<file path="src/logic/atten_mix_pkg.sv">
// Package with register map, field layout, reset values and gain constants.
package atten_mix_pkg;

  // ---------------------------------------------------------------------
  // Register map
  // ---------------------------------------------------------------------
  localparam int          ADDR_W          = 5;
  localparam int          DATA_W          = 16;
  localparam int          SAMPLE_W        = 16;
  localparam int          ATTEN_W         = 6;
  localparam logic [4:0]  ADDR_CONV_CTRL  = 5'h00;
  localparam logic [4:0]  ADDR_DAC2_ATTEN = 5'h0c;
  localparam logic [4:0]  ADDR_ADC_MIX    = 5'h0d;

  // ---------------------------------------------------------------------
  // Field layout and reset values
  // ---------------------------------------------------------------------
  localparam int           LEFT_MUTE_BIT   = 15;
  localparam int           LEFT_ATTEN_LSB  = 8;
  localparam int           RIGHT_MUTE_BIT  = 7;
  localparam int           RIGHT_ATTEN_LSB = 0;
  localparam int           CONV_DIS_BIT    = 15;
  localparam logic [15:0]  WRITABLE_MASK   = 16'hbfbf;
  localparam logic [15:0]  DAC2_ATTEN_RST  = 16'h0000;
  localparam logic [15:0]  ADC_MIX_RST     = 16'h8080;
  localparam logic [15:0]  CONV_CTRL_RST   = 16'h0000;
  localparam logic [5:0]   ATTEN_FULL_MUTE = 6'h3f;

  // ---------------------------------------------------------------------
  // Gain arithmetic: 1.5 dB steps as a 2^(-1/4) mantissa times a shift
  // ---------------------------------------------------------------------
  localparam int ATTEN_SHIFT_PER = 4;

endpackage : atten_mix_pkg

</file>
<file path="src/logic/atten_stage.sv">
// Applies one six-bit 1.5 dB attenuation code and mute to a sample.
`timescale 1ns/100ps
module atten_stage
  import atten_mix_pkg::*;
#(
  parameter int W = SAMPLE_W
) (
  input  wire logic                 sys_clk,
  input  wire logic                 nrst,
  input  wire logic signed [W-1:0]  sample_in,
  input  wire logic [ATTEN_W-1:0]   atten,
  input  wire logic                 mute,
  input  wire logic                 full_mute_code,
  output logic signed [W-1:0]       sample_out
);

  // Fraction 2^(-k/4) in Q1.15 for the residue k of the step count.
  function automatic logic signed [17:0] step_frac(input logic [1:0] k);
    case (k)
      2'd0:    step_frac = 18'sh08000;
      2'd1:    step_frac = 18'sh06ba2;
      2'd2:    step_frac = 18'sh05a82;
      default: step_frac = 18'sh04c1c;
    endcase
  endfunction : step_frac

  // Fraction bits of the step mantissa, undone by the shift below.
  localparam int FRAC_BITS = 15;

  logic signed [W+17:0] prod;
  logic signed [W+17:0] shifted;

  // Every four steps is exactly 6 dB, so a shift handles the coarse part.
  always_comb begin
    prod    = sample_in * step_frac(atten[1:0]);
    shifted = prod >>> (FRAC_BITS + int'(atten[ATTEN_W-1:2]));
  end

  // Output is registered so the data path stays glitch free.
  always_ff @(posedge sys_clk or negedge nrst) begin
    if (!nrst) begin
      sample_out <= '0;
    end else if (mute || (full_mute_code && atten == ATTEN_FULL_MUTE)) begin
      sample_out <= '0;
    end else begin
      sample_out <= shifted[W-1:0];
    end
  end

endmodule : atten_stage

</file>
<file path="src/logic/sat_adder.sv">
// Saturating adder that joins the mix contribution into the DAC1 path.
`timescale 1ns/100ps
module sat_adder #(
  parameter int W = 16
) (
  input  wire logic                sys_clk,
  input  wire logic                nrst,
  input  wire logic signed [W-1:0] a,
  input  wire logic signed [W-1:0] b,
  output logic signed [W-1:0]      sum
);

  logic signed [W:0] wide;

  // Clip instead of wrapping, since a wrap would be a loud click.
  always_comb begin
    wide = {a[W-1], a} + {b[W-1], b};
  end

  always_ff @(posedge sys_clk or negedge nrst) begin
    if (!nrst) begin
      sum <= '0;
    end else if (wide[W] != wide[W-1]) begin
      sum <= wide[W] ? {1'b1, {(W-1){1'b0}}} : {1'b0, {(W-1){1'b1}}};
    end else begin
      sum <= wide[W-1:0];
    end
  end

endmodule : sat_adder

</file>
<file path="src/logic/dac_atten_adc_mix_regs.sv">
// DAC2 attenuation and ADC-to-DAC1 mix registers with their data paths.
//
// Local design decision: the address-and-strobe port.
`timescale 1ns/100ps
module dac_atten_adc_mix_regs
  import atten_mix_pkg::*;
#(
  parameter int W = SAMPLE_W
) (
  input  wire logic                 sys_clk,
  input  wire logic                 nrst,
  input  wire logic                 power_down_pin_n,
  input  wire logic [ADDR_W-1:0]    reg_addr,
  input  wire logic [DATA_W-1:0]    reg_wdata,
  input  wire logic                 reg_wr,
  input  wire logic                 reg_rd,
  output logic [DATA_W-1:0]         reg_rdata,
  input  wire logic signed [W-1:0]  dac2_left_in,
  input  wire logic signed [W-1:0]  dac2_right_in,
  output logic signed [W-1:0]       dac2_left_out,
  output logic signed [W-1:0]       dac2_right_out,
  input  wire logic signed [W-1:0]  adc_left,
  input  wire logic signed [W-1:0]  adc_right,
  input  wire logic signed [W-1:0]  dac1_left_in,
  input  wire logic signed [W-1:0]  dac1_right_in,
  output logic signed [W-1:0]       dac1_left_out,
  output logic signed [W-1:0]       dac1_right_out,
  output logic                      all_conversions_disable,
  output logic                      regs_locked
);

  // ---------------------------------------------------------------------
  // Power-down pin synchroniser
  // ---------------------------------------------------------------------
  logic pd_meta_reg;
  logic pd_sync_reg;

  // The pin is asynchronous; two flops before anything looks at it.
  // Reset value is "powered down" so the lock holds until the pin is seen.
  always_ff @(posedge sys_clk or negedge nrst) begin
    if (!nrst) begin
      pd_meta_reg <= 1'b0;
      pd_sync_reg <= 1'b0;
    end else begin
      pd_meta_reg <= power_down_pin_n;
      pd_sync_reg <= pd_meta_reg;
    end
  end

  // ---------------------------------------------------------------------
  // Conversion control bit at address 0
  // ---------------------------------------------------------------------
  logic conv_dis_reg;

  // Only the disable bit is held here; the rest of address 0 lives elsewhere.
  always_ff @(posedge sys_clk or negedge nrst) begin
    if (!nrst) begin
      conv_dis_reg <= CONV_CTRL_RST[CONV_DIS_BIT];
    end else if (reg_wr && reg_addr == ADDR_CONV_CTRL) begin
      conv_dis_reg <= reg_wdata[CONV_DIS_BIT];
    end
  end

  assign all_conversions_disable = conv_dis_reg;

  // Lock is combinational on the disable bit so it bites in the next cycle.
  assign regs_locked = !pd_sync_reg || conv_dis_reg;

  // ---------------------------------------------------------------------
  // Attenuation and mix registers
  // ---------------------------------------------------------------------
  logic [DATA_W-1:0] dac2_atten_reg;
  logic [DATA_W-1:0] adc_mix_reg;

  // Held at default while locked; a locked write is simply lost.
  always_ff @(posedge sys_clk or negedge nrst) begin
    if (!nrst) begin
      dac2_atten_reg <= DAC2_ATTEN_RST;
    end else if (regs_locked) begin
      dac2_atten_reg <= DAC2_ATTEN_RST;
    end else if (reg_wr && reg_addr == ADDR_DAC2_ATTEN) begin
      dac2_atten_reg <= reg_wdata & WRITABLE_MASK;
    end
  end

  always_ff @(posedge sys_clk or negedge nrst) begin
    if (!nrst) begin
      adc_mix_reg <= ADC_MIX_RST;
    end else if (regs_locked) begin
      adc_mix_reg <= ADC_MIX_RST;
    end else if (reg_wr && reg_addr == ADDR_ADC_MIX) begin
      adc_mix_reg <= reg_wdata & WRITABLE_MASK;
    end
  end

  // ---------------------------------------------------------------------
  // Read port
  // ---------------------------------------------------------------------
  logic [DATA_W-1:0] rdata_next;

  // Unmapped addresses read zero; data stands only the cycle after the strobe.
  always_comb begin
    case (reg_addr)
      ADDR_CONV_CTRL:  rdata_next = {conv_dis_reg, {(DATA_W-1){1'b0}}};
      ADDR_DAC2_ATTEN: rdata_next = regs_locked ? DAC2_ATTEN_RST : dac2_atten_reg;
      ADDR_ADC_MIX:    rdata_next = regs_locked ? ADC_MIX_RST : adc_mix_reg;
      default:         rdata_next = '0;
    endcase
  end

  always_ff @(posedge sys_clk or negedge nrst) begin
    if (!nrst) begin
      reg_rdata <= '0;
    end else if (reg_rd) begin
      reg_rdata <= rdata_next;
    end else begin
      reg_rdata <= '0;
    end
  end

  // ---------------------------------------------------------------------
  // DAC2 output attenuation
  // ---------------------------------------------------------------------
  // All-ones on DAC2 is 94.5 dB of loss, not a mute, so no code mute here.
  atten_stage #(.W(W)) u_dac2_left (
    .sys_clk        (sys_clk),
    .nrst           (nrst),
    .sample_in      (dac2_left_in),
    .atten          (dac2_atten_reg[LEFT_ATTEN_LSB +: ATTEN_W]),
    .mute           (dac2_atten_reg[LEFT_MUTE_BIT]),
    .full_mute_code (1'b0),
    .sample_out     (dac2_left_out)
  );

  atten_stage #(.W(W)) u_dac2_right (
    .sys_clk        (sys_clk),
    .nrst           (nrst),
    .sample_in      (dac2_right_in),
    .atten          (dac2_atten_reg[RIGHT_ATTEN_LSB +: ATTEN_W]),
    .mute           (dac2_atten_reg[RIGHT_MUTE_BIT]),
    .full_mute_code (1'b0),
    .sample_out     (dac2_right_out)
  );

  // ---------------------------------------------------------------------
  // ADC mix into DAC1 input path
  // ---------------------------------------------------------------------
  logic signed [W-1:0] mix_left;
  logic signed [W-1:0] mix_right;
  logic signed [W-1:0] dac1_left_dly_reg;
  logic signed [W-1:0] dac1_right_dly_reg;

  // Mix code all-ones is a full mute, unlike DAC2.
  atten_stage #(.W(W)) u_mix_left (
    .sys_clk        (sys_clk),
    .nrst           (nrst),
    .sample_in      (adc_left),
    .atten          (adc_mix_reg[LEFT_ATTEN_LSB +: ATTEN_W]),
    .mute           (adc_mix_reg[LEFT_MUTE_BIT]),
    .full_mute_code (1'b1),
    .sample_out     (mix_left)
  );

  atten_stage #(.W(W)) u_mix_right (
    .sys_clk        (sys_clk),
    .nrst           (nrst),
    .sample_in      (adc_right),
    .atten          (adc_mix_reg[RIGHT_ATTEN_LSB +: ATTEN_W]),
    .mute           (adc_mix_reg[RIGHT_MUTE_BIT]),
    .full_mute_code (1'b1),
    .sample_out     (mix_right)
  );

  // Delay the direct path one cycle to line up with the registered mix.
  // Samples are assumed held for many cycles, as sample rates are far below
  // the system clock; this is why no rate-matching buffer is present.
  always_ff @(posedge sys_clk or negedge nrst) begin
    if (!nrst) begin
      dac1_left_dly_reg  <= '0;
      dac1_right_dly_reg <= '0;
    end else begin
      dac1_left_dly_reg  <= dac1_left_in;
      dac1_right_dly_reg <= dac1_right_in;
    end
  end

  // Left feeds left and right feeds right, never crossed.
  sat_adder #(.W(W)) u_sum_left (
    .sys_clk (sys_clk),
    .nrst    (nrst),
    .a       (dac1_left_dly_reg),
    .b       (mix_left),
    .sum     (dac1_left_out)
  );

  sat_adder #(.W(W)) u_sum_right (
    .sys_clk (sys_clk),
    .nrst    (nrst),
    .a       (dac1_right_dly_reg),
    .b       (mix_right),
    .sum     (dac1_right_out)
  );

endmodule : dac_atten_adc_mix_regs

</file>
<file path="config.mk">
export PLATFORM = sky130hd
export DESIGN_NAME = dac_atten_adc_mix_regs
export DESIGN_NICKNAME = d
export VERILOG_FILES = /design/src/logic/atten_mix_pkg.sv /design/src/logic/atten_stage.sv /design/src/logic/sat_adder.sv /design/src/logic/dac_atten_adc_mix_regs.sv
export SDC_FILE = /design/constraint.sdc
export NUM_CORES = 2
export LEC_CHECK = 0
export ABC_AREA = 1
export BUFFER_PORTS_ARGS = -buffer_cell sky130_fd_sc_hd__buf_2
export CAP_MARGIN = 20
export CORE_AREA = 2 2 401 304
export DETAILED_ROUTE_END_ITERATION = 10
export DIE_AREA = 0 0 403 306
export GPL_ROUTABILITY_DRIVEN = 1
export PLACE_DENSITY = 0.59
export REMOVE_ABC_BUFFERS = 1
export SLEW_MARGIN = 5
export SYNTH_ARGS = -nofsm -noshare
export SYNTH_HDL_FRONTEND = slang
export SYNTH_SLANG_ARGS = --single-unit
</file>
<file path="constraint.sdc">
create_clock -name sys_clk -period 5.7 [get_ports sys_clk]
set_input_delay 0 -clock sys_clk [delete_from_list [all_inputs] [get_ports sys_clk]]
set_output_delay 0 -clock sys_clk [all_outputs]
set_load 0.02 [all_outputs]
</file>
# Word level (Yosys, flattened, before mapping)
# Index checks and enable logic that the tools add are counted.
[op_classes]
addsub = 6
multipliers = 4
n_eq_ne = 14
n_shift = 4
n_mux = 20
n_reduce_logical = 14
[ops]
columns = ["op", "count"]
rows = [
  ["$mux W16", 15],
  ["$pmux W16 S3", 5],
  ["$sshr A34 B32 Y16", 4],
  ["$mul A16 B17 Y33", 4],
  ["$add A16 B16 Y17", 2],
  ["$add A4 B4 Y5 const A", 4],
  ["$eq A6 B6 Y1 const B", 2],
  ["$eq A5 B4 Y1 const B", 2],
  ["$eq A2 B1 Y1 const B", 4],
  ["$eq A2 B2 Y1 const B", 4],
  ["$logic_not A2 Y1", 4],
  ["$logic_not A5 Y1", 1],
  ["$reduce_bool A2 Y1", 2],
  ["$logic_and A1 B1 Y1", 3],
  ["$logic_or A1 B1 Y1", 3],
  ["$ne A1 B1 Y1", 2],
  ["$logic_not A1 Y1", 1],
]
[word_totals]
reg_bits = 179
output_inout_bits = 82
word_cells = 76

# Depth between registers and ports, before layout
[logic_depth]
ltp_word = 5
depth_mapped = 39
ltp_nobuf = 38

# Cells and area by module
# From an unflattened synthesis, not the netlist that was laid out.
[unflattened]
hier_cells = 6995
area_unflattened_um2 = 48710.5
[modules_own_cells]
columns = ["module", "n_inst", "cells_per_inst", "area_per_inst_um2", "seq_area_each_um2"]
rows = [
  ["atten_stage at u_dac2_right ...", 2, 1576, 10782.8, 400.4],
  ["atten_stage at u_mix_right", 1, 1560, 10669.0, 400.4],
  ["atten_stage at u_dac2_left", 1, 1565, 10667.7, 400.4],
  ["dac_atten_adc_mix_regs", 1, 298, 2962.8, 1929.4],
  ["sat_adder", 2, 210, 1422.6, 400.4],
]

# Worst setup path before layout
# Ideal clock, no wire load.
[synth_timing]
path_kind = "flip-flop to flip-flop"
from = "register dac2_atten_reg[8]"
to = "register u_dac2_left.sample_out[6]"
setup_ps = 117
arrival_time_ps = 5977
required_ps = 5583
setup_slack_ps = -394
path_stages_with_launch = 33
cell_sequence = "dfrtp_1 -> inv_1 -> ha_1 -> clkbuf_1 -> clkbuf_1 -> nand2_1 -> inv_1 -> fa_1 -> inv_1 -> fa_1 -> fa_1 -> fa_1 -> inv_1 -> fa_1 -> inv_1 -> fa_1 -> inv_1 -> ha_1 -> nand2_1 -> nor2_1 -> nand3_1 -> nand3_1 -> nand2_1 -> nand3_1 -> nand3_1 -> nand3_1 -> nand2_1 -> nand2_1 -> nand2_1 -> o21ai_0 -> nand2_1 -> nand2_1 -> nor2_1"
[synth_between]
elab_chain_len = 5
[synth_rtl]
columns = ["element", "line_no", "text"]
rows = [
  ["from (decl)", "dac_atten_adc_mix_regs.sv:72", "logic [DATA_W-1:0] dac2_atten_reg;"],
  ["from (signal assigned)", "dac_atten_adc_mix_regs.sv:82", "dac2_atten_reg <= reg_wdata & WRITABLE_MASK;"],
  ["$eq A2 B2 Y1, or another cell as far along", "atten_stage.sv:19", "case (k)"],
  ["$pmux W16 S3 (*)", "atten_stage.sv:19", ""],
  ["$mul A16 B17 Y33 (*)", "atten_stage.sv:35", "prod = sample_in * step_frac(atten[1:0]);"],
  ["$sshr A34 B32 Y16 (*)", "atten_stage.sv:36", "shifted = prod >>> (FRAC_BITS + int'(atten[ATTEN_W-1:2]));"],
  ["$mux W16 (*)", "atten_stage.sv:43", "end else if (mute || (full_mute_code && atten == ATTEN_FULL_MUTE)) begin"],
  ["to (signal assigned)", "atten_stage.sv:46", "sample_out <= shifted[W-1:0];"],
  ["to (decl)", "atten_stage.sv:14", "output logic signed [W-1:0] sample_out"],
]
# Mark *: on every way between the ends. The rest lies on a longest branch, timed or not.
# A chain may end at the register's enable or synchronous reset.

# Final worst setup path
[layout_timing]
from = "register dac2_atten_reg[0]"
to = "register u_dac2_right.sample_out[9]"
[layout_between]
elab_chain_len = 5
[layout_rtl]
columns = ["element", "line_no"]
rows = [
  ["$eq A2 B2 Y1, or another cell as far along", "atten_stage.sv:19"],
  ["$pmux W16 S3 (*)", "atten_stage.sv:19"],
  ["$mul A16 B17 Y33 (*)", "atten_stage.sv:35"],
  ["$sshr A34 B32 Y16 (*)", "atten_stage.sv:36"],
  ["$mux W16 (*)", "atten_stage.sv:43"],
  ["to (signal assigned)", "atten_stage.sv:46"],
  ["to (decl)", "atten_stage.sv:14"],
]
# Marks and branches as above.

==> impl_metrics.py <==
metrics = {
    "global_routing": {
        "grt_pass1_vias": 45446,
        "grt_max_degree": 140,
        "grt-ovfl-total": 0,
        "grt_first_pass_wirelength_mm": 244.1,
        "antenna_found_initial": 10,
        "grtUsageTotal_pct": 24.77,
    },
    "min_path": {
        "min_path_type": "in2reg",
        "hold_start": "reg_addr[0]",
    },
    "cts": {
        "clockBufferDepth": 2,
        "cts_made_buffers": 17,
        "cts_num_sinks": 173,
        "ctsHtreeMaxLevel": 4,
        "root_buffer": "clkbuf_16",
        "cts_tree": "yes",
        "path_clk_slew_ps": 80,
        "insertion_delay_ps": 510,
    },
    "route": {
        "drc": 0,
        "vias": 44613,
        "viasPerCell": 4.889,
        "wl_mm": 150.9,
        "drt-pass1-iter-count": 7,
        "drtIter0Drc": 3718,
        "detail_route.wl_per_cell_um": 16.53,
        "detail-route-antenna-nets": 0,
    },
    "synthesis": {
        "yosysWarnings": 0,
        "syn_inst": 6768,
        "synth_ff_type": "dfrtp_1",
        "yosysTopAreaCellShare_pct": 27.78,
        "ys_top_cells_by_area": "fa_1 28%, ha_1 16%, inv_1 15%",
        "synth_seq_cells": 173,
        "synth_cell_types": 48,
        "synth_commonest_cells": "1865 x inv_1, 1738 x nand2_1, 779 x nand3_1",
        "yosysTopAreaCell": "fa_1",
        "async_flop_share_pct": 100.0,
        "postSynthAreaPerCell_um2": 7.007,
        "yosysMostFrequentCell": "inv_1",
        "yosysSeqAreaShare_pct": 9.134,
        "syn-cell-area_mm2": 0.04742,
        "synth_edf_count": 0,
    },
    "floorplan": {
        "std_cell_rows": 110,
        "start_util_pct": 39.79,
        "fp.dieArea_mm2": 0.1233,
        "die_y_um": 306,
        "core_area_mm2": 0.1192,
        "io_pins": 204,
        "fp.dieW_um": 403,
    },
    "final_layout": {
        "area_growth_pct": 32.24,
        "nets": 8918,
        "drive_gt1_share_pct": 29.76,
    },
    "place": {
        "post-dp-hpwl_mm": 125.6,
        "globalplace.congestion": 0.9566,
        "port-buffer-count": 199,
        "dp_slack_ps": -1131,
    },
    "timing": {
        "fin_ws_ps": -568.9,
        "final-hold-violation-count": 0,
        "tightest_slew_ps": 1195,
        "max_freq_mhz": 159.5,
        "period_minus_slack_ps": 6269,
        "tns_ps": -30380,
        "period_share_pct": 110.0,
        "slew_headroom_pct": 19.87,
        "setup-violations-final": 64,
        "finalMaxSlewViolations": 0,
        "skew_ps": 22.21,
        "rsz0062_at_grt": "true",
    },
    "setup_path": {
        "cpPeakStageDelay_ps": 540,
        "worstPathRequired_ps": 6120,
        "cpMostUsedCell": "fa_1",
        "start_kind": "register",
        "rr_startpoint": "dac2_atten_reg[0]$_DFFE_PN0P_",
        "crit_arrival_ps": 6690,
        "rrSetupSlack_ps": -570,
        "cp_slowest_cell": "fa_1",
        "critPathKind": "reg2reg",
        "path_max_fanout": 7,
        "cp-end-kind": "register",
        "crit_start": "dac2_atten_reg[0]$_DFFE_PN0P_",
    },
    "power_and_ir_drop": {
        "powerDensity_mw_per_mm2": 392.5,
        "p_leak_uw": 0.03616,
        "vdd_drop_max_v": 0.0003150,
    },
    "outcome": {
        "violations": "setup timing",
        "status": "finished, violations left",
    },
    "run": {
        "cap_violations": 0,
    },
}
[cells in the final DEF, fill, tap and decap left out, types with 12 or more instances in the layout]
master	n
fa_2	24
nor2_4	56
ha_1	512
o21ai_2	29
o211ai_1	12
buf_6	53
xnor2_1	35
inv_1	1741
o21ai_0	97
buf_16	12
dlygate4sd3_1	53
a21oi_2	46
a21oi_4	13
ha_4	80
nand2_2	347
fa_1	634
clkbuf_16	17
nand2_4	85
nand4_1	26
nand3_1	330
inv_2	116
a21oi_1	106
xor2_1	32
nand3_4	47
buf_4	591
nor2_1	181
dfrtp_1	170
nand3_2	404
nor2_2	38
nand2_1	1312
buf_2	198
mux2i_1	14
[metal layers]
layer  vias to the layer above  track usage (%)  routed length, um  part of all wire (%)
met3                       113            3.563              10260                   6.8
li1                      21807                -                  -                     -
met5                         -                0                 36                 0.024
met2                      1265            36.83              63220                    42
met1                     21422            38.55              75780                    50
met4                         6            3.440               1564                   1.0
[worst max-delay path: cells and delay by family, from the launching register on]
family	cells	cell delay (ps)
flip-flops	1	470
AND/OR/NAND/NOR	13	1080
AO/OA/AOI/OAI	1	120
adder cells (fa/ha/maj)	8	3630
buffers and inverters	10	900
[timing repair]
action / 4_1_cts / 5_1_grt
hold buffers: 54 / 0
buffers inserted: 48 / 16
endpoints found under the setup margin: 64 / 64
pin swaps: 464 / 305
endpoints found under the hold margin: 227 / 0
gates resized for setup: 1040 / 562
gates cloned: 3 / 0
[worst paths after layout]
check,to,cells after the start
worst min register to register,reg_rdata[13]$_DFF_PN0_,2
worst min-delay path,reg_rdata[3]$_DFF_PN0_,5
max in group asynchronous,dac1_left_dly_reg[14]$_DFF_PN0_,4
min in group asynchronous,u_dac2_right.sample_out[4]$_DFF_PN0_,4
worst max register to register,u_dac2_right.sample_out[9]$_DFF_PN0_,32
worst max-delay path,u_dac2_right.sample_out[9]$_DFF_PN0_,32
[cell type report]
type / instances / area (um2)
multi-input combinational: 4544 / 41480
tap: 1568 / 1962
clock inverter: 14 / 173.9
timing repair buffer: 926 / 7232
fill: 11417 / 56480
antenna: 4 / 10.01
inverter: 1878 / 7096
sequential: 173 / 4333
clock buffer: 18 / 429.2
[metrics by stage]
stage	power (uW)	util, %	hold WS, ps	std cells	area (um2)
2_1_floorplan	11750	-	-295.6	6595	46710
3_3_place_gp	17220	45.56	-85.84	8960	54300
3_5_place_dp	17300	45.59	-81.42	8962	54330
4_1_cts	22390	50.40	22.62	9095	60070
5_1_grt	26970	52.61	51.74	9123	62710
6_report	24610	52.61	65.78	9125	62710
[cells by family (layout without fill, tap and decap cells)]
| family | Yosys count | count (layout) | synth area share (%) |
|---|---|---|---|
| XOR/XNOR | 77 | 77 | 1.454 |
| flip-flops | 173 | 173 | 9.134 |
| buffers and inverters | 2052 | 2836 | 16.38 |
| multiplexers | 14 | 14 | 0.2955 |
| adder cells (fa/ha/maj) | 1256 | 1256 | 43.55 |
| AO/OA/AOI/OAI | 346 | 346 | 4.214 |
| AND/OR/NAND/NOR | 2849 | 2849 | 24.96 |
| other | 1 | 6 | 0.007908 |
[power breakdown]
group	internal [uW]	leakage [uW]	switching (uW)	total [uW]
logic	8870	0.0337	13000	21800
clock network	628	0.000294	620	1250
registers	1420	0.00218	118	1540
total	10900	0.0362	13700	24600
Note: power is estimated with default switching activity, not from simulation.
